<file path="config.mk">
export PLATFORM = sky130hd
export DESIGN_NAME = wdt_top
export DESIGN_NICKNAME = d
export VERILOG_FILES = /design/src/wdt_pkg.sv /design/src/wdt_count_if.sv /design/src/wdt_xtal_tick.sv /design/src/wdt_counter.sv /design/src/wdt_top.sv
export VERILOG_INCLUDE_DIRS = /design/src /design/src/src
export SDC_FILE = /design/constraint.sdc
export NUM_CORES = 1
export LEC_CHECK = 0
export BUFFER_PORTS_ARGS = -buffer_cell sky130_fd_sc_hd__buf_2
export CORE_MARGIN = 1
export CORE_UTILIZATION = 51
export DETAILED_ROUTE_END_ITERATION = 10
export HOLD_SLACK_MARGIN = 0.1
export PLACE_DENSITY = 0.85
export SLEW_MARGIN = 0
export SYNTH_ARGS = -nofsm -noshare
export SYNTH_HDL_FRONTEND = slang
export SYNTH_SLANG_ARGS = --single-unit
</file>
<file path="constraint.sdc">
create_clock -name i_clk -period 2.35 [get_ports i_clk]
set_input_delay 0.705 -clock i_clk [delete_from_list [all_inputs] [get_ports i_clk]]
set_output_delay 0.705 -clock i_clk [all_outputs]
set_load 0.01 [all_outputs]
</file>
<file path="src/wdt_defines.svh">
`ifndef WDT_DEFINES_SVH
`define WDT_DEFINES_SVH

// ---------------------------------------------------------------------------
// Register byte offsets
// ---------------------------------------------------------------------------
`define WDT_CTRL_OFFSET     12'h000
`define WDT_EVT_OFFSET      12'h004
`define WDT_MASK_OFFSET     12'h008
`define WDT_COUNT_OFFSET    12'h00C

// ---------------------------------------------------------------------------
// Control register field positions
// ---------------------------------------------------------------------------
`define WDT_UNLOCK_BIT      0
`define WDT_ENABLE_BIT      1
`define WDT_STATUS_BIT      2
`define WDT_RESP_BIT        3
`define WDT_SCALER_LSB      4
`define WDT_SCALER_MSB      7

// ---------------------------------------------------------------------------
// Event register field positions
// ---------------------------------------------------------------------------
`define WDT_EVT_TIMEOUT     0
`define WDT_EVT_RESET       1
`define WDT_EVT_ABORT       2

// ---------------------------------------------------------------------------
// Reset values and timing counts
// ---------------------------------------------------------------------------
`define WDT_CTRL_RESET      8'h00
`define WDT_EVT_RESET_VAL   3'h0
`define WDT_MASK_RESET      3'h0
`define WDT_XTAL_BASE       17'h00200
`define WDT_SCALER_IMMED    4'h8

`endif

</file>
<file path="src/wdt_pkg.sv">
`include "wdt_defines.svh"

package wdt_pkg;

  // -------------------------------------------------------------------------
  // Types
  // -------------------------------------------------------------------------
  typedef enum logic [0:0] {
    LOCKED   = 1'b0,
    UNLOCKED = 1'b1
  } unlock_state_t;

  typedef logic [16:0] tick_count_t;

  // Number of crystal periods in one timeout for a scaler code of 0 to 7.
  function automatic tick_count_t period_ticks(input logic [2:0] code);
    period_ticks = `WDT_XTAL_BASE << code;
  endfunction : period_ticks

endpackage : wdt_pkg

</file>
<file path="src/wdt_count_if.sv">
interface wdt_count_if;
  import wdt_pkg::*;

  logic        tick;
  logic        run;
  logic        restart;
  logic [2:0]  scaler;
  logic        expired;
  tick_count_t count;

  modport ctrl    (output run, output restart, output scaler,
                   input tick, input expired, input count);
  modport counter (input run, input restart, input scaler, input tick,
                   output expired, output count);
  modport ticker  (output tick);
endinterface : wdt_count_if

</file>
<file path="src/wdt_xtal_tick.sv">
module wdt_xtal_tick (
  // Clock and reset
  input  wire logic i_clk,
  input  wire logic i_resetn,
  // Crystal clock pin
  input  wire logic i_xtal_clk,
  // Tick to the counter
  wdt_count_if.ticker tk
);

  logic sync1_q;
  logic sync2_q;
  logic prev_q;
  logic tick_q;

  // -------------------------------------------------------------------------
  // Crystal edge detection
  // -------------------------------------------------------------------------
  always_ff @(posedge i_clk or negedge i_resetn) begin
    if (!i_resetn) begin
      sync1_q <= 1'b0;
      sync2_q <= 1'b0;
      prev_q  <= 1'b0;
      tick_q  <= 1'b0;
    end else begin
      sync1_q <= i_xtal_clk;
      sync2_q <= sync1_q;
      prev_q  <= sync2_q;
      tick_q  <= sync2_q & ~prev_q;
    end
  end

  assign tk.tick = tick_q;

endmodule : wdt_xtal_tick

</file>
<file path="src/wdt_counter.sv">
module wdt_counter
  import wdt_pkg::*;
(
  // Clock and reset
  input  wire logic i_clk,
  input  wire logic i_resetn,
  // Counter control
  wdt_count_if.counter cnt
);

  tick_count_t count_q;
  logic        expired_q;

  // -------------------------------------------------------------------------
  // Timeout counter
  // -------------------------------------------------------------------------
  always_ff @(posedge i_clk or negedge i_resetn) begin
    if (!i_resetn) begin
      count_q   <= '0;
      expired_q <= 1'b0;
    end else begin
      expired_q <= 1'b0;
      if (!cnt.run || cnt.restart) begin
        count_q <= '0;
      end else if (cnt.tick) begin
        if (count_q == period_ticks(cnt.scaler) - 17'h00001) begin
          count_q   <= '0;
          expired_q <= 1'b1;
        end else begin
          count_q <= count_q + 17'h00001;
        end
      end
    end
  end

  assign cnt.expired = expired_q;
  assign cnt.count   = count_q;

endmodule : wdt_counter

</file>
<file path="src/wdt_top.sv">
`include "wdt_defines.svh"

module wdt_top
  import wdt_pkg::*;
(
  // Clock and reset
  input  wire logic        i_clk,
  input  wire logic        i_resetn,
  // APB slave
  input  wire logic        i_psel,
  input  wire logic        i_penable,
  input  wire logic        i_pwrite,
  input  wire logic [11:0] i_paddr,
  input  wire logic [31:0] i_pwdata,
  output logic      [31:0] o_prdata,
  output logic             o_pready,
  output logic             o_pslverr,
  // Crystal clock and supply monitor
  input  wire logic        i_xtal_clk,
  input  wire logic        i_supply_monitor_interrupt,
  // Watchdog outputs
  output logic             o_chip_reset,
  output logic             o_wdt_irq,
  output logic             o_irq
);

  // -------------------------------------------------------------------------
  // Constants
  // -------------------------------------------------------------------------
  localparam logic [7:0] ctrl_rst_val = `WDT_CTRL_RESET;

  // -------------------------------------------------------------------------
  // Declarations
  // -------------------------------------------------------------------------
  wdt_count_if cif ();

  unlock_state_t unlock_q;
  unlock_state_t unlock_d;
  logic          enable_q;
  logic          status_q;
  logic          resp_irq_q;
  logic [3:0]    scaler_q;
  logic          restart_q;
  logic [2:0]    evt_q;
  logic [2:0]    mask_q;
  logic [31:0]   prdata_q;
  logic          pready_q;
  logic          pslverr_q;
  logic          chip_reset_q;
  logic          wdt_irq_q;
  logic          irq_q;

  logic          apb_setup;
  logic          apb_done;
  logic          wr_done;
  logic          hit_ctrl;
  logic          hit_evt;
  logic          hit_mask;
  logic          hit_count;
  logic          mapped;
  logic          ctrl_wr;
  logic          ctrl_accept;
  logic          ctrl_abort;
  logic          immed_reset;
  logic          timeout_irq;
  logic          timeout_rst;
  logic          timeout_any;
  logic [2:0]    evt_set;
  logic [2:0]    evt_d;
  logic [7:0]    ctrl_view;
  logic [31:0]   rdata_mux;

  // -------------------------------------------------------------------------
  // Submodules
  // -------------------------------------------------------------------------
  wdt_xtal_tick u_tick (
    .i_clk      (i_clk),
    .i_resetn   (i_resetn),
    .i_xtal_clk (i_xtal_clk),
    .tk         (cif.ticker)
  );

  wdt_counter u_counter (
    .i_clk    (i_clk),
    .i_resetn (i_resetn),
    .cnt      (cif.counter)
  );

  // -------------------------------------------------------------------------
  // Address decode
  // -------------------------------------------------------------------------
  // Each register decodes one full word address; anything else is unmapped.
  assign hit_ctrl  = (i_paddr == `WDT_CTRL_OFFSET);
  assign hit_evt   = (i_paddr == `WDT_EVT_OFFSET);
  assign hit_mask  = (i_paddr == `WDT_MASK_OFFSET);
  assign hit_count = (i_paddr == `WDT_COUNT_OFFSET);
  assign mapped    = hit_ctrl | hit_evt | hit_mask | hit_count;

  // The access phase takes one wait state; the transfer completes when the
  // registered ready is seen high together with psel and penable.
  assign apb_setup = i_psel & i_penable & ~pready_q;
  assign apb_done  = i_psel & i_penable & pready_q;
  assign wr_done   = apb_done & i_pwrite;

  // -------------------------------------------------------------------------
  // Control write qualification
  // -------------------------------------------------------------------------
  assign ctrl_wr     = wr_done & hit_ctrl;
  assign ctrl_accept = ctrl_wr & (unlock_q == UNLOCKED);
  assign ctrl_abort  = ctrl_wr & (unlock_q == LOCKED) & ~i_pwdata[`WDT_UNLOCK_BIT];

  // -------------------------------------------------------------------------
  // Timeout decode
  // -------------------------------------------------------------------------
  // Scaler codes of eight and above request a reset at once; reserved codes act alike.
  assign immed_reset = enable_q & scaler_q[3];
  assign timeout_irq = enable_q & ~scaler_q[3] & cif.expired & resp_irq_q;
  assign timeout_rst = (enable_q & ~scaler_q[3] & cif.expired & ~resp_irq_q)
                     | immed_reset;
  assign timeout_any = timeout_irq | timeout_rst;

  // -------------------------------------------------------------------------
  // Counter control
  // -------------------------------------------------------------------------
  // The counter is held at zero while disabled or while an immediate reset is pending.
  assign cif.run     = enable_q & ~scaler_q[3];
  assign cif.restart = restart_q;
  assign cif.scaler  = scaler_q[2:0];

  // -------------------------------------------------------------------------
  // Unlock sequencer
  // -------------------------------------------------------------------------
  // Any completed write ends the unlock window; reads leave it open.
  always_comb begin
    unlock_d = unlock_q;
    unique case (unlock_q)
      LOCKED: begin
        if (ctrl_wr && i_pwdata[`WDT_UNLOCK_BIT]) begin
          unlock_d = UNLOCKED;
        end
      end
      UNLOCKED: begin
        if (wr_done) begin
          unlock_d = LOCKED;
        end
      end
    endcase
  end

  always_ff @(posedge i_clk or negedge i_resetn) begin
    if (!i_resetn) begin
      unlock_q <= LOCKED;
    end else begin
      unlock_q <= unlock_d;
    end
  end

  // -------------------------------------------------------------------------
  // Enable bit
  // -------------------------------------------------------------------------
  always_ff @(posedge i_clk or negedge i_resetn) begin
    if (!i_resetn) begin
      enable_q <= ctrl_rst_val[`WDT_ENABLE_BIT];
    end else if (i_supply_monitor_interrupt || timeout_rst) begin
      enable_q <= 1'b0;
    end else if (ctrl_accept) begin
      enable_q <= i_pwdata[`WDT_ENABLE_BIT];
    end
  end

  // A write of 1 to the enable bit restarts the period even if already set.
  always_ff @(posedge i_clk or negedge i_resetn) begin
    if (!i_resetn) begin
      restart_q <= 1'b0;
    end else begin
      restart_q <= ctrl_accept & i_pwdata[`WDT_ENABLE_BIT];
    end
  end

  // -------------------------------------------------------------------------
  // Timeout status flag
  // -------------------------------------------------------------------------
  // The flag survives the chip reset this block requests, because that reset
  // is an output only and never reaches i_resetn of this block.
  always_ff @(posedge i_clk or negedge i_resetn) begin
    if (!i_resetn) begin
      status_q <= ctrl_rst_val[`WDT_STATUS_BIT];
    end else if (timeout_any) begin
      status_q <= 1'b1;
    end else if (ctrl_accept && !i_pwdata[`WDT_STATUS_BIT]) begin
      status_q <= 1'b0;
    end
  end

  // -------------------------------------------------------------------------
  // Response select and scaler
  // -------------------------------------------------------------------------
  always_ff @(posedge i_clk or negedge i_resetn) begin
    if (!i_resetn) begin
      resp_irq_q <= ctrl_rst_val[`WDT_RESP_BIT];
    end else if (ctrl_accept) begin
      resp_irq_q <= i_pwdata[`WDT_RESP_BIT];
    end
  end

  always_ff @(posedge i_clk or negedge i_resetn) begin
    if (!i_resetn) begin
      scaler_q <= ctrl_rst_val[`WDT_SCALER_MSB:`WDT_SCALER_LSB];
    end else if (ctrl_accept) begin
      scaler_q <= i_pwdata[`WDT_SCALER_MSB:`WDT_SCALER_LSB];
    end
  end

  assign ctrl_view = {scaler_q, resp_irq_q, status_q, enable_q, unlock_q == UNLOCKED};

  // -------------------------------------------------------------------------
  // Watchdog outputs
  // -------------------------------------------------------------------------
  // The watchdog interrupt bypasses the event mask; in interrupt mode the
  // enable bit stays set and the counter keeps cycling as a periodic timer.
  always_ff @(posedge i_clk or negedge i_resetn) begin
    if (!i_resetn) begin
      wdt_irq_q <= 1'b0;
    end else begin
      wdt_irq_q <= timeout_irq;
    end
  end

  always_ff @(posedge i_clk or negedge i_resetn) begin
    if (!i_resetn) begin
      chip_reset_q <= 1'b0;
    end else begin
      chip_reset_q <= timeout_rst;
    end
  end

  // -------------------------------------------------------------------------
  // Event and mask registers
  // -------------------------------------------------------------------------
  // A hardware event in the same cycle as a software clear leaves its bit set.
  always_comb begin
    evt_set                  = '0;
    evt_set[`WDT_EVT_TIMEOUT] = timeout_irq;
    evt_set[`WDT_EVT_RESET]   = timeout_rst;
    evt_set[`WDT_EVT_ABORT]   = ctrl_abort;
    evt_d = evt_q;
    if (wr_done && hit_evt) begin
      evt_d = evt_q & ~i_pwdata[2:0];
    end
    evt_d = evt_d | evt_set;
  end

  always_ff @(posedge i_clk or negedge i_resetn) begin
    if (!i_resetn) begin
      evt_q <= `WDT_EVT_RESET_VAL;
    end else begin
      evt_q <= evt_d;
    end
  end

  always_ff @(posedge i_clk or negedge i_resetn) begin
    if (!i_resetn) begin
      mask_q <= `WDT_MASK_RESET;
    end else if (wr_done && hit_mask) begin
      mask_q <= i_pwdata[2:0];
    end
  end

  always_ff @(posedge i_clk or negedge i_resetn) begin
    if (!i_resetn) begin
      irq_q <= 1'b0;
    end else begin
      irq_q <= |(evt_d & mask_q);
    end
  end

  // -------------------------------------------------------------------------
  // APB response
  // -------------------------------------------------------------------------
  always_ff @(posedge i_clk or negedge i_resetn) begin
    if (!i_resetn) begin
      pready_q <= 1'b0;
    end else begin
      pready_q <= apb_setup;
    end
  end

  // Unmapped addresses answer with an error and read as zero.
  always_ff @(posedge i_clk or negedge i_resetn) begin
    if (!i_resetn) begin
      pslverr_q <= 1'b0;
    end else begin
      pslverr_q <= apb_setup & ~mapped;
    end
  end

  // -------------------------------------------------------------------------
  // Read data selection
  // -------------------------------------------------------------------------
  always_comb begin
    rdata_mux = '0;
    if (hit_ctrl) begin
      rdata_mux = {24'h000000, ctrl_view};
    end else if (hit_evt) begin
      rdata_mux = {29'h0000000, evt_q};
    end else if (hit_mask) begin
      rdata_mux = {29'h0000000, mask_q};
    end else if (hit_count) begin
      rdata_mux = {15'h000, cif.count};
    end
  end

  always_ff @(posedge i_clk or negedge i_resetn) begin
    if (!i_resetn) begin
      prdata_q <= '0;
    end else if (apb_setup && !i_pwrite) begin
      prdata_q <= rdata_mux;
    end else if (apb_done) begin
      prdata_q <= '0;
    end
  end

  // -------------------------------------------------------------------------
  // Output assignments
  // -------------------------------------------------------------------------
  assign o_prdata     = prdata_q;
  assign o_pready     = pready_q;
  assign o_pslverr    = pslverr_q;
  assign o_chip_reset = chip_reset_q;
  assign o_wdt_irq    = wdt_irq_q;
  assign o_irq        = irq_q;

endmodule : wdt_top

</file>
# After elaboration in Yosys (flattened, before gate mapping)
# Index checks and enable logic that the tools add are counted.
[word_totals] register_bits=74 input_bits=51 output_inout_bits=37 wordCells=95
[classes] addsub=2 n_eq_ne=4 shifts=1 n_mux=20 n_bitwise=32 reduce_logical=16
[op_table] op="$mux 32" count=4
[op_table] op="$mux 17" count=5
[op_table] op="$eq 12x4->1 const B" count=2
[op_table] op="$add 17x1->17 const B" count=1
[op_table] op="$eq 17x17->1" count=1
[op_table] op="$shl 10x3->17 const A" count=1
[op_table] op="$sub 17x1->17 const B" count=1
[op_table] op="$and 1x1->1" count=16
[op_table] op="$eq 12x3->1 const B" count=1
[op_table] op="$logic_not 12->1" count=1
[op_table] op="$mux 1" count=9
[op_table] op="$reduce_bool 2->1" count=4
[op_table] op="$not 1->1" count=7
[op_table] op="$and 3x3->3" count=2
[op_table] op="$logic_and 1x1->1" count=5
[op_table] op="$or 1x1->1" count=5
[op_table] op="$logic_not 1->1" count=3
[op_table] op="$mux 3" count=1
[op_table] op="$not 3->3" count=1
[op_table] op="$or 3x3->3" count=1
[op_table] op="$reduce_or 3->1" count=1
[op_table] op="$logic_or 1x1->1" count=2
[op_table] op="$pmux 1 s2" count=1

# Depth between registers and ports, before layout
# Gate-level depths: netlist of the first run.
[depth] depth_word=9 depth_mapped=8 ltp_nobuf=7

# Modules after synthesis
# From an unflattened synthesis of the first run, not the netlist that was laid out.
[hier_totals] cells_unflattened=305 area_unflattened_um2=3124.2
[modules_own_cells] mod="wdt_top" instances=1 cells_per_inst=149 area_per_inst_um2=1756.7 seq_area_each_um2=925.9
[modules_own_cells] mod="wdt_counter" instances=1 cells_per_inst=151 area_per_inst_um2=1253.7 seq_area_each_um2=450.4
[modules_own_cells] mod="wdt_xtal_tick" instances=1 cells_per_inst=5 area_per_inst_um2=113.9 seq_area_each_um2=100.1

# Worst setup path after synthesis of the first run
# OpenSTA, ideal clock, no wires.
[synth_timing] kind="in2reg" startpoint="input port i_paddr[1]" endpoint="register irq_q, in the netlist o_irq" setup_time_ns=0.126 arrival_ns=2.083 required_time_ns=2.224 path_slack_ns=0.141 path_stages=6 n_path_buf=0 path_cell_list="nor4_1 > nand4_1 > nor3_1 > nand3_1 > a21o_1 > a221o_1"
[synth_between] elab_cells_between_ends=10 classes_between="eq/ne: 1; mux: 1; bitwise: 5; reduce/logical: 3"
[synth_lines] item="start, declared" line="wdt_top.sv:13" source="input wire logic [11:0] i_paddr,"
[synth_lines] item="$eq 12x3->1 (no source line)"
[synth_lines] item="$logic_and 1x1->1" line="wdt_top.sv:247" source="if (wr_done && hit_evt) begin"
[synth_lines] item="$mux 3" line="wdt_top.sv:247"
[synth_lines] item="$or 3x3->3" line="wdt_top.sv:250" source="evt_d = evt_d | evt_set;"
[synth_lines] item="net evt_d[1]" line="wdt_top.sv:69" source="logic [2:0] evt_d;"
[synth_lines] item="$and 3x3->3" line="wdt_top.sv:273" source="irq_q <= |(evt_d & mask_q);"
[synth_lines] item="$reduce_or 3->1" line="wdt_top.sv:273"
[synth_lines] item="end signal, assigned" line="wdt_top.sv:273"
[synth_lines] item="end, declared" line="wdt_top.sv:51" source="logic irq_q;"
# The timed path passes the listed nets, and every way through them passes these cells.
# A chain may end at the register's enable or synchronous reset.

# Final worst setup path of the first run
[layout_timing] startpoint="register scaler_q[2]" endpoint="register u_counter.count_q[8], in the netlist u_counter.cnt.count[8]"
[layout_between] elab_chain_cells=6
[layout_rtl] item="start, declared" line="wdt_top.sv:42" source="logic [3:0] scaler_q;"
[layout_rtl] item="start signal, assigned" line="wdt_top.sv:208" source="scaler_q <= ctrl_rst_val[`WDT_SCALER_MSB:`WDT_SCALER_LSB];"
[layout_rtl] item="start signal, assigned" line="wdt_top.sv:210" source="scaler_q <= i_pwdata[`WDT_SCALER_MSB:`WDT_SCALER_LSB];"
[layout_rtl] item="$shl 10x3->17 (no source line)"
[layout_rtl] item="$sub 17x1->17" line="wdt_counter.sv:26" source="if (count_q == period_ticks(cnt.scaler) - 17'h00001) begin"
[layout_rtl] item="$eq 17x17->1" line="wdt_counter.sv:26"
[layout_rtl] item="$mux 17" line="wdt_counter.sv:26"
[layout_rtl] item="$mux 17" line="wdt_counter.sv:25" source="end else if (cnt.tick) begin"
[layout_rtl] item="$mux 17" line="wdt_counter.sv:23" source="if (!cnt.run || cnt.restart) begin"
[layout_rtl] item="end signal, assigned" line="wdt_counter.sv:30" source="count_q <= count_q + 17'h00001;"
[layout_rtl] item="end, declared" line="wdt_counter.sv:11" source="tick_count_t count_q;"
# Every way passes these cells. The select of a mux whose other input is x is not followed.

==> results of run 1 <==
## layer usage
layer	global-route usage, %	part of all wire, %	up-vias
met1	29.5	44	1116
met3	4.17	5.4	14
met5	0	0	-
met4	10.6	1.6	0
li1	-	-	1121
met2	35.4	49	79
## timing repair
action                     in CTS  in global routing
resized for setup               0                  1
buffers inserted                0                  0
setup endpoints to repair       0                 16
hold buffers                    0                  0
## area by class of cell
type	instances	area, um^2
multi-input cells	209	1260
fillers	441	1850
inverters	8	30.0
well taps	70	87.6
repair buffers	65	393
clock buffers	13	169
flip-flops and latches	59	1480
clock inverters	2	10.0
## metrics by stage
stage | total power, mW | utilization (%) | TNS, ns | area [um^2] | setup slack, ns
after floorplan | 1.09 | - | 0 | 2930 | 0.141
after global placement | 1.13 | 61.6 | -0.0203 | 3240 | -0.0203
after detailed placement | 1.13 | 61.6 | -0.192 | 3240 | -0.106
after CTS | 1.95 | 65.0 | 0 | 3420 | 0.117
after global routing | 2.00 | 65.0 | 0 | 3420 | 0.00513
final | 1.93 | 65.0 | 0 | 3420 | 0.123
## cell usage in the layout, fill, tap and decap left out, types with 6 or more instances in the layout
cell / instances
sky130_fd_sc_hd__dfrtp_1: 59
sky130_fd_sc_hd__inv_1: 8
sky130_fd_sc_hd__nor2_1: 33
sky130_fd_sc_hd__conb_1: 15
sky130_fd_sc_hd__mux2_2: 8
sky130_fd_sc_hd__buf_2: 48
sky130_fd_sc_hd__a22o_1: 9
sky130_fd_sc_hd__buf_4: 15
sky130_fd_sc_hd__nand4_1: 12
sky130_fd_sc_hd__clkbuf_8: 12
sky130_fd_sc_hd__nand2_1: 35
sky130_fd_sc_hd__a21oi_1: 6
sky130_fd_sc_hd__o21ai_0: 13
sky130_fd_sc_hd__xor2_1: 7
sky130_fd_sc_hd__nor3_1: 8
## sequential cells by signal, indices dropped and copies added, names as in the netlist, 3 cells and up
register and cells:
scaler_q 4, evt_q 3, mask_q 3, o_prdata 17, u_counter.cnt.count 17
## power by group through the flow
stage          Sequential [mW]  Clock (mW)  Combinational (mW)
3_5_place_dp              1.04           0              0.0886
6_report                  1.02       0.823              0.0875
5_1_grt                   1.02       0.880              0.0984
3_3_place_gp              1.04           0              0.0863
2_1_floorplan             1.04           0              0.0513
4_1_cts                   1.02       0.837              0.0887
## cells by family (layout without fill, tap and decap cells)
logic type / Yosys count / after routing / synth area share (%)
buffers and inverters: 32 / 88 / 6.66
other: 1 / 15 / 0.131
XOR/XNOR: 12 / 12 / 3.66
multiplexers: 12 / 12 / 4.53
AO/OA/AOI/OAI: 55 / 55 / 14.0
flip-flops: 59 / 59 / 51.4
adder cells (fa/ha/maj): 2 / 2 / 0.784
AND/OR/NAND/NOR: 113 / 113 / 18.8
## how the worst max path moves through the flow
stage	from	endpoint	cells after the start
after floorplan	i_paddr[1]	o_irq	6
after global placement	i_paddr[1]	o_irq	8
after detailed placement	i_paddr[1]	o_irq	8
after CTS	scaler_q[2]	u_counter.cnt.count[8]	8
after global routing	scaler_q[2]	u_counter.cnt.count[8]	8
final	scaler_q[2]	u_counter.cnt.count[8]	7
==> run_results.csv, run 1 <==
group,metric,value,unit
timing,setup_viol,0,
timing,timing_hold_violations_final,0,
synthesis,synth_top_area_share,51.4,%
timing,worst_clock_skew,0.00463,ns
floorplanning,io-pin-count,88,
clock_tree,path_clk_slew,0.06,ns
clock_tree,insertion_delay,0.33,ns
floorplanning,initial_core_util,54.5,%
power_and_ir_drop,sw_frac_of_total,22.0,%
critical_path,r2r-end,"u_counter.cnt.count[8]",
timing,max_freq,449,MHz
power_and_ir_drop,irDropWorstVdd,343,uV
placement,port_buffers,48,
finish,drive_above_1_share,26.1,%
timing,whs,0.322,ns
timing,final.min_clock_period,2.23,ns
grt,grt_max_degree,26,
critical_path,timing.reg2reg.worst_path_depth,7,
finish,area_delta_synth_final,19.2,%
synthesis,top_post_synthesis_cells_by_count,"sky130_fd_sc_hd__dfrtp_1, sky130_fd_sc_hd__nand2_1, sky130_fd_sc_hd__nor2_1, sky130_fd_sc_hd__buf_4, sky130_fd_sc_hd__o21ai_0",
critical_path,crit_required,2.57,ns
placement,routabilityCongestion,0.972,
power_and_ir_drop,pwr-share-seq,52.9,%
power_and_ir_drop,total_leakage_power,1.66,nW
synthesis,yosys_register_bits,59,
routing,detail-route-antenna-nets,0,
placement,post-place-cells,411,
finish,finalNetCount,404,
run_status,run_status,"complete, no violations",
synthesis,post_synth.cell_area_avg,10.0,um^2
clock_tree,clock_root_buffer,"sky130_fd_sc_hd__clkbuf_8",
critical_path,r2r_start,"scaler_q[2]",
finish,layout.cells.non_filler,426,
critical_path,crit_type,"reg -> reg",
power_and_ir_drop,internal-power,1.51,mW
grt,global_route.usage.total,22.3,%
grt,grt_remaining_overflow,0,
timing,worst_margin_pin_slew,1.18,ns
clock_tree,cts-root-to-sink-buffers,2,
clock_tree,cts.sinks,59,
critical_path,worstSetupEndpointType,"flop",
timing,rsz0062_at_grt,"false",
synthesis,synth_area_leaders,"sky130_fd_sc_hd__dfrtp_1, sky130_fd_sc_hd__nand2_1, sky130_fd_sc_hd__buf_4",
routing,drtPass1Iterations,5,
grt,number_of_global_route_vias_before_repair,2245,
floorplanning,fp.dieW,77.1,um
power_and_ir_drop,clk_pwr_share,42.5,%
hold_path,holdCritPathClass,"in -> async",
critical_path,crit_path_top_delay_cell,"sky130_fd_sc_hd__or4_4",
routing,drc_errors,0,
clock_tree,ctsHtreeMaxLevel,3,
floorplanning,rows,26,
critical_path,worst-r2r-setup-slack,0.12,ns
synthesis,post_synth_instance_area,2870,um^2
routing,via_count,2330,
critical_path,critical_path_s_top_delay_family,"simple AND/OR/NAND/NOR gates",
timing,relative_max_transition_margin,21.2,%
critical_path,critical_path.cell_chain,"or3_1 -> a211oi_2 -> o221ai_1 -> or4_4 -> o21ai_2 -> buf_12 -> nor2_1",
job,maxCapViolations,0,
synthesis,yosysSeqAreaShare,51.4,%
critical_path,worstPathArrival,2.45,ns
synthesis,synthesis.instances,286,
routing,wire_per_inst,14.3,um
routing,routed_wirelength,6070,um
power_and_ir_drop,switching_power,426,uW
grt,grt_antenna_before_repair,0,
synthesis,synthArstFlopShare,100,%
synthesis,post-synth-top-count-cell,"sky130_fd_sc_hd__dfrtp_1",
power_and_ir_drop,combinationalPowerShare,4.5,%
critical_path,timing.critical_path.fanout_max,11,
synthesis,largest_area_contributor_in_the_netlist,"sky130_fd_sc_hd__dfrtp_1",
finish,antennaDiodeCount,0,
critical_path,critical_path_launch_point_type,"flop",
critical_path,critical-path-max-stage-delay,0.55,ns
timing,period_utilization,94.8,%
floorplanning,die_area,5940,um^2
floorplanning,dieHeight,77.1,um
routing,number_of_vias_per_cell_after_detailed_routing,5.47,
clock_tree,cts_tree,"done",
synthesis,synth_top_flop_cell,"sky130_fd_sc_hd__dfrtp_1",
synthesis,yosys_warnings,0,
grt,grt_first_pass_wirelength,10300,um
clock_tree,cts_buffers,9,
power_and_ir_drop,power_per_cell_area,565,nW/um^2
synthesis,synth.distinct_cells,49,
critical_path,critical_path.n_buffers_inverters,1,
routing,iteration_0_drc_count_of_the_detailed_router,176,
placement,dp_hpwl,4610,um
synthesis,synth_enable_flop_cells,0,
timing,finalMaxSlewViolations,0,
floorplanning,core-area,5270,um^2
Note: power is estimated with default switching activity, not from simulation.
==> inputs of run 2 (changes only) <==
--- a/config.mk
+++ b/config.mk
@@ -6,12 +6,13 @@
 export SDC_FILE = /design/constraint.sdc
 export NUM_CORES = 1
 export LEC_CHECK = 0
+export ABC_AREA = 1
 export BUFFER_PORTS_ARGS = -buffer_cell sky130_fd_sc_hd__buf_2
 export CORE_MARGIN = 1
-export CORE_UTILIZATION = 51
+export CORE_UTILIZATION = 52
 export DETAILED_ROUTE_END_ITERATION = 10
 export HOLD_SLACK_MARGIN = 0.1
-export PLACE_DENSITY = 0.85
+export PLACE_DENSITY = 0.86
 export SLEW_MARGIN = 0
 export SYNTH_ARGS = -nofsm -noshare
 export SYNTH_HDL_FRONTEND = slang
==> run 2 against run 1 <==
Against the previous run:
- final cell count is 20% higher
- largest cell class unchanged
- register-to-register slack better by 0.42 ns
- critical path type unchanged
- cell area rose by 4.0%
- die area up 5.7%
- synthesized area increased by 8.0%
- sequential power is essentially flat
- largest power group unchanged
- sequential share of layout area decreased by 1.7 points
- synthesized cell count rose by 33%
- critical path depth increased by 3
==> run_results.csv, run 2 <==
group,metric,value,unit
run_status,run_status,"complete, no violations",
timing,worst_margin_pin_slew,0.598,ns
grt,grt_remaining_overflow,0,
timing,max_freq,554,MHz
finish,filler_cell_count,468,
routing,wire_per_inst,13.5,um
synthesis,post_synth_instance_area,3100,um^2
critical_path,worstSetupEndpoint,"u_counter.cnt.count[0]",
floorplanning,fp.dieW,79.2,um
grt,globalRouteMet1Util,31.3,%
power_and_ir_drop,power_per_cell_area,538,nW/um^2
clock_tree,cts.sinks,59,
synthesis,largest_area_contributor_in_the_netlist,"sky130_fd_sc_hd__dfrtp_1",
synthesis,post_synth.cell_area_avg,8.18,um^2
timing,setup_viol,0,
clock_tree,cts_tree,"done",
routing,number_of_vias_per_cell_after_detailed_routing,5.25,
finish,drive_above_1_share,23.0,%
clock_tree,insertion_delay,0.33,ns
power_and_ir_drop,irDropWorstVdd,327,uV
critical_path,worst-r2r-setup-slack,0.55,ns
job,maxCapViolations,0,
timing,timing_hold_violations_final,0,
synthesis,synthArstFlopShare,100,%
timing,setup_tns,0,ns
routing,drtPass1Iterations,5,
power_and_ir_drop,report.power.total,1.91,mW
placement,routabilityCongestion,0.925,
finish,finalNetCount,489,
timing,period_utilization,76.8,%
critical_path,crit_required,2.56,ns
timing,rsz0062_at_grt,"false",
placement,post-place-cells,498,
routing,drc_errors,0,
finish,layout.cells.non_filler,512,
timing,final.min_clock_period,1.80,ns
clock_tree,ctsHtreeMaxLevel,3,
synthesis,post-synth-top-count-cell,"sky130_fd_sc_hd__nand2_1",
finish,area_delta_synth_final,14.8,%
synthesis,yosysSeqAreaShare,47.6,%
synthesis,synth_area_leaders,"sky130_fd_sc_hd__dfrtp_1, sky130_fd_sc_hd__nand2_1, sky130_fd_sc_hd__nor2_1",
synthesis,synth_top_area_share,47.6,%
synthesis,top_post_synthesis_cells_by_count,"sky130_fd_sc_hd__nand2_1, sky130_fd_sc_hd__dfrtp_1, sky130_fd_sc_hd__nor2_1, sky130_fd_sc_hd__inv_1, sky130_fd_sc_hd__nand3_1",
grt,global_route.usage.total,24.5,%
floorplanning,io-pin-count,88,
critical_path,r2r-end,"u_counter.cnt.count[0]",
timing,relative_max_transition_margin,60.1,%
finish,antennaDiodeCount,0,
critical_path,worstPathArrival,2.01,ns
grt,number_of_global_route_vias_before_repair,2620,
routing,routed_wirelength,6920,um
clock_tree,cts-root-to-sink-buffers,2,
grt,grt_antenna_before_repair,0,
floorplanning,rows,27,
synthesis,yosys_warnings,0,
critical_path,worstSetupEndpointType,"flop",
critical_path,worstSetupStartpoint,"u_counter.cnt.count[1]",
floorplanning,initial_core_util,55.0,%
floorplanning,dieHeight,79.2,um
clock_tree,clock_root_buffer,"sky130_fd_sc_hd__clkbuf_8",
floorplanning,core-area,5640,um^2
synthesis,synth_enable_flop_cells,0,
grt,grt_max_degree,28,
timing,whs,0.350,ns
placement,dp_hpwl,5200,um
grt,grt.met2_usage,39.7,%
synthesis,synthesis.instances,379,
critical_path,critical_path_launch_point_type,"flop",
critical_path,timing.critical_path.fanout_max,5,
critical_path,timing.reg2reg.worst_path_depth,10,
clock_tree,cts.hold.buffers_added,0,
finish,mostFrequentLayoutCell,"sky130_fd_sc_hd__nand2_1",
synthesis,synth_top_flop_cell,"sky130_fd_sc_hd__dfrtp_1",
grt,grt_first_pass_wirelength,11800,um
clock_tree,cts_setup_buffers,0,
grt,grt-busiest-layer,"met2",
routing,iteration_0_drc_count_of_the_detailed_router,304,
clock_tree,cts_buffers,9,
power_and_ir_drop,total_leakage_power,1.76,nW
routing,via_count,2687,
clock_tree,path_clk_slew,0.06,ns
timing,finalMaxSlewViolations,0,
finish,layout.cells.most_common_list,"sky130_fd_sc_hd__nand2_1, sky130_fd_sc_hd__dfrtp_1, sky130_fd_sc_hd__buf_2",
grt,global_route.usage.met3,4.83,%
synthesis,yosys_register_bits,59,
routing,detail-route-antenna-nets,0,
placement,port_buffers,48,
hold_path,holdCritPathClass,"reg -> reg",
timing,worst_clock_skew,0.00614,ns
critical_path,crit_type,"reg -> reg",
clock_tree,post_cts.resized_instances,0,
synthesis,synth.distinct_cells,35,
floorplanning,die_area,6280,um^2
critical_path,r2r_start,"u_counter.cnt.count[1]",
run 2: cell types whose count changed in the layout (fill, tap and decap cells not counted), moves of 5 or more:
| cell | previous run | this run |
|---|---|---|
| sky130_fd_sc_hd__mux2_2 | 8 | 0 |
| sky130_fd_sc_hd__a22oi_1 | 5 | 0 |
| sky130_fd_sc_hd__nor2_1 | 33 | 45 |
| sky130_fd_sc_hd__nor3_2 | 0 | 5 |
| sky130_fd_sc_hd__nand3_1 | 5 | 29 |
| sky130_fd_sc_hd__buf_4 | 15 | 5 |
| sky130_fd_sc_hd__inv_2 | 0 | 11 |
| sky130_fd_sc_hd__o21ai_1 | 0 | 16 |
| sky130_fd_sc_hd__nor3_1 | 8 | 1 |
| sky130_fd_sc_hd__inv_1 | 8 | 35 |
| sky130_fd_sc_hd__nand2_1 | 35 | 77 |
| sky130_fd_sc_hd__nand2_2 | 0 | 6 |
run 2: cells by family (layout without fill, tap and decap cells):
kind of cell | count (synthesis) | in the layout | share of synthesized area [%]
flops | 59 | 59 | 47.6
other cells | 1 | 15 | 0.121
fa+ha+maj | 1 | 1 | 0.403
compound gates | 56 | 56 | 10.7
buf+inv | 70 | 117 | 10.6
simple gates | 184 | 184 | 28.2
xor+xnor | 8 | 8 | 2.26
run 2: cell type report:
cell class | instances | area [um^2] | share of cell area, %
Clock inverter | 3 | 15.0 | 0.421
Sequential cell | 59 | 1480 | 41.4
Multi-Input combinational cell | 264 | 1350 | 37.8
Timing Repair Buffer | 54 | 298 | 8.36
Clock buffer | 11 | 151 | 4.25
Inverter | 49 | 184 | 5.16
Tap cell | 72 | 90.1 | 2.53
run 2: worst min-delay path by stage:
stage | startpoint | end | slack [ns] | cells past startpoint
floorplan | u_tick.sync1_q | u_tick.sync2_q | 0.33 | 0
global placement | u_tick.sync1_q | u_tick.sync2_q | 0.33 | 0
detailed placement | u_tick.sync1_q | u_tick.sync2_q | 0.34 | 0
CTS | u_tick.sync1_q | u_tick.sync2_q | 0.35 | 0
global route | u_tick.sync1_q | u_tick.sync2_q | 0.38 | 0
finish | u_tick.sync1_q | u_tick.sync2_q | 0.35 | 0
run 2: metal layers:
layer  share of wire (%)  vias to the layer above
met5                   0                        -
met4                 2.0                        0
met3                 5.1                       18
met2                  48                      109
met1                  44                     1244
li1                    -                     1316
run 2: power by group:
part           total (mW)  internal [mW]  switching, mW
clock               0.784          0.422          0.362
sequential           1.03           1.02        0.00697
combinational      0.0993         0.0308         0.0686
run 2: critical path, cell delays in order (launching register included):
cell                       delay, ns
sky130_fd_sc_hd__dfrtp_1        0.42
sky130_fd_sc_hd__ha_1           0.22
sky130_fd_sc_hd__nand2_2        0.09
sky130_fd_sc_hd__nor2_4         0.18
sky130_fd_sc_hd__nand3_2        0.12
sky130_fd_sc_hd__clkinv_1       0.06
sky130_fd_sc_hd__nand2_1        0.06
sky130_fd_sc_hd__nor2_1         0.17
sky130_fd_sc_hd__nand2_1        0.15
sky130_fd_sc_hd__nand2_2        0.13
sky130_fd_sc_hd__a21oi_1        0.08
run 2: stage by stage:
step | instance area, um^2 | worst slack [ns] | util (%)
after detailed placement | 3400 | 0.265 | 60.2
after CTS | 3560 | 0.559 | 63.1
final | 3560 | 0.545 | 63.1
after global placement | 3400 | 0.285 | 60.2
after floorplan | 3150 | 0.643 | -
after global routing | 3560 | 0.417 | 63.1
==> inputs of run 3 (changes only) <==
--- a/config.mk
+++ b/config.mk
@@ -6,13 +6,13 @@
 export SDC_FILE = /design/constraint.sdc
 export NUM_CORES = 1
 export LEC_CHECK = 0
-export ABC_AREA = 1
+export ABC_AREA = 0
 export BUFFER_PORTS_ARGS = -buffer_cell sky130_fd_sc_hd__buf_2
 export CORE_MARGIN = 1
-export CORE_UTILIZATION = 52
+export CORE_UTILIZATION = 46
 export DETAILED_ROUTE_END_ITERATION = 10
 export HOLD_SLACK_MARGIN = 0.1
-export PLACE_DENSITY = 0.86
+export PLACE_DENSITY = 0.82
 export SLEW_MARGIN = 0
 export SYNTH_ARGS = -nofsm -noshare
 export SYNTH_HDL_FRONTEND = slang
==> constraint.sdc (replaced) <==
create_clock -name i_clk -period 1.5 [get_ports i_clk]
set_input_delay 0.45 -clock i_clk [delete_from_list [all_inputs] [get_ports i_clk]]
set_output_delay 0.45 -clock i_clk [all_outputs]
set_load 0.01 [all_outputs]
==> run 3 against run 2 <==
Against the previous run:
- the run now ends with negative setup slack left
- clock power rose by 81%
- largest cell class unchanged
- register-to-register slack lost 1.2 ns
- critical endpoint is now u_counter.cnt.count[7]
- hold slack lost 0.24 ns
- via count increased by 0.11%
- sequential power increased by 55%
- maximum frequency fell by 17%
- final cell count fell by 5.3%
- critical path depth fell by 3
- global-route usage increased by 0.87 points
==> run_results.csv, run 3 (synthesized netlist as in run 1, its figures left out) <==
group,metric,value,unit
timing,setup_viol,41,
timing,rsz0062_at_grt,"true",
grt,grt_antenna_before_repair,0,
finish,area_delta_synth_final,41.3,%
critical_path,worst-r2r-setup-slack,-0.67,ns
critical_path,worstSetupEndpointType,"flop",
timing,post_route_worst_setup_slack,-0.665,ns
finish,mostFrequentLayoutCell,"sky130_fd_sc_hd__buf_4",
power_and_ir_drop,total_leakage_power,1.98,nW
finish,drive_above_1_share,41.2,%
floorplanning,rows,28,
power_and_ir_drop,power_per_cell_area,790,nW/um^2
job,maxCapViolations,0,
grt,grt_max_degree,60,
critical_path,timing.critical_path.fanout_max,6,
clock_tree,path_clk_slew,0.06,ns
clock_tree,ctsHtreeMaxLevel,3,
critical_path,stages_on_worst_setup_path,7,
critical_path,critical_path_launch_point_type,"flop",
finish,layout.area.seq,1480,um^2
hold_path,holdCritPathClass,"in -> async",
clock_tree,clock_root_buffer,"sky130_fd_sc_hd__clkbuf_8",
timing,period_utilization,144,%
timing,final.min_clock_period,2.17,ns
finish,final_design_area_no_fill,4060,um^2
finish,finalNetCount,457,
critical_path,critical_path_s_top_delay_family,"simple AND/OR/NAND/NOR gates",
placement,dp_hpwl,5560,um
critical_path,r2r_start,"scaler_q[0]",
run_status,failed_checks,"negative setup slack",
clock_tree,insertion_delay,0.33,ns
placement,routabilityCongestion,0.947,
routing,detail-route-antenna-nets,0,
routing,drtPass1Iterations,4,
finish,filler_cell_count,456,
clock_tree,cts_buffers,9,
critical_path,worstPathArrival,2.38,ns
routing,drc_errors,0,
timing,max_freq,462,MHz
critical_path,critical_path.cell_chain,"or3_4 -> a211oi_2 -> o221ai_1 -> or4_4 -> o21ai_2 -> buf_4 -> nor2_1",
clock_tree,cts_tree,"done",
floorplanning,dieHeight,81.0,um
critical_path,timing.reg2reg.worst_path_depth,7,
critical_path,crit_path_top_delay_cell,"sky130_fd_sc_hd__or4_4",
finish,antennaDiodeCount,0,
run_status,run_status,"finished, violations left",
finish,layout.cells.most_common_list,"sky130_fd_sc_hd__buf_4, sky130_fd_sc_hd__dfrtp_1, sky130_fd_sc_hd__buf_2",
grt,global_route.usage.total,25.3,%
timing,finalMaxSlewViolations,0,
placement,port_buffers,48,
timing,worst_clock_skew,0.00455,ns
clock_tree,cts-root-to-sink-buffers,2,
routing,iteration_0_drc_count_of_the_detailed_router,156,
critical_path,critical_path.n_buffers_inverters,1,
floorplanning,die_area,6570,um^2
critical_path,critical-path-max-stage-delay,0.49,ns
grt,number_of_global_route_vias_before_repair,2631,
routing,via_count,2690,
grt,grt_first_pass_wirelength,12200,um
floorplanning,initial_core_util,48.2,%
routing,routed_wirelength,8190,um
floorplanning,core-area,5960,um^2
critical_path,crit_type,"reg -> reg",
timing,timing_hold_violations_final,0,
placement,post-place-cells,463,
critical_path,worstSetupEndpoint,"u_counter.cnt.count[7]",
placement,placed_area,3680,um^2
placement,dp_slack,-0.645,ns
critical_path,crit_required,1.72,ns
routing,wire_per_inst,16.9,um
floorplanning,fp.dieW,81.0,um
grt,grt_remaining_overflow,0,
routing,number_of_vias_per_cell_after_detailed_routing,5.55,
finish,area_of_the_multi_input_gates,1430,um^2
clock_tree,cts.sinks,59,
critical_path,r2r-end,"u_counter.cnt.count[7]",
finish,layout.cells.non_filler,485,
floorplanning,io-pin-count,88,
power_and_ir_drop,irDropWorstVdd,450,uV
critical_path,worstSetupStartpoint,"scaler_q[0]",
-- run 3: cell count changes in the layout (fill, tap and decap cells not counted), moves of 8 or more --
cell	change
sky130_fd_sc_hd__buf_4	+56
sky130_fd_sc_hd__nand2_1	-44
sky130_fd_sc_hd__inv_1	-27
sky130_fd_sc_hd__nand3_1	-25
sky130_fd_sc_hd__nor2_1	-15
sky130_fd_sc_hd__o21ai_1	-12
sky130_fd_sc_hd__inv_2	-11
sky130_fd_sc_hd__buf_6	+8
-- run 3: area by class of cell --
type                    count  area share, %
clock inverters             2          0.863
clock buffers              14           3.76
well taps                  75           2.31
repair buffers            118           20.6
multi-input cells         209           35.3
inverters                   8          0.740
flip-flops and latches     59           36.4
-- run 3: per-layer routing --
metal | wire length [um] | share of wire (%) | global-route usage [%] | vias up
li1 | - | - | - | 1227
met1 | 3500 | 43 | 32.4 | 1317
met2 | 3910 | 48 | 40.9 | 113
met3 | 421 | 5.1 | 4.16 | 33
met4 | 359 | 4.4 | 13.9 | 0
met5 | 0 | 0 | 0 | -
-- run 3: repair_timing --
item,in CTS,in global routing
gates resized for setup,14,31
pin swaps,3,9
hold endpoints to repair,0,0
endpoints found under the setup margin,34,41
hold buffers,0,0
buffers inserted,1,6
gates cloned,0,1
-- run 3: per-stage QoR --
step	setup TNS, ns	utilization (%)	hold slack [ns]	power, mW
2_1_floorplan	-11.40	-	0.154	1.72
3_3_place_gp	-18.42	61.8	0.355	1.80
3_5_place_dp	-21.38	61.8	0.348	1.81
4_1_cts	-10.84	65.9	0.125	3.21
5_1_grt	-14.92	68.2	0.144	3.32
6_report	-12.02	68.2	0.108	3.21
-- run 3: worst min-delay path by stage --
| stage | to | cells after the start | from | slack [ns] |
|---|---|---|---|---|
| 2_1_floorplan | cif.restart | 0 | i_resetn | 0.15 |
| 3_3_place_gp | u_tick.prev_q | 0 | u_tick.sync2_q | 0.36 |
| 3_5_place_dp | u_tick.sync2_q | 0 | u_tick.sync1_q | 0.35 |
| 4_1_cts | o_wdt_irq | 2 | i_resetn | 0.12 |
| 5_1_grt | unlock_q | 2 | i_resetn | 0.14 |
| 6_report | unlock_q | 2 | i_resetn | 0.11 |
-- run 3: power breakdown --
part           switching [mW]  internal (mW)  leakage, nW  total (mW)
Clock                   0.608          0.813       0.0947        1.42
Sequential            0.00312           1.60        0.803        1.60
Combinational           0.115         0.0685         1.09       0.183
-- run 3: worst register-to-register path, stage by stage, from the launching register on --
cell and delay (ns):
sky130_fd_sc_hd__dfrtp_1 0.43, sky130_fd_sc_hd__or3_4 0.41, sky130_fd_sc_hd__a211oi_2 0.18, sky130_fd_sc_hd__o221ai_1 0.14
sky130_fd_sc_hd__or4_4 0.49, sky130_fd_sc_hd__o21ai_2 0.19, sky130_fd_sc_hd__buf_4 0.16, sky130_fd_sc_hd__nor2_1 0.06
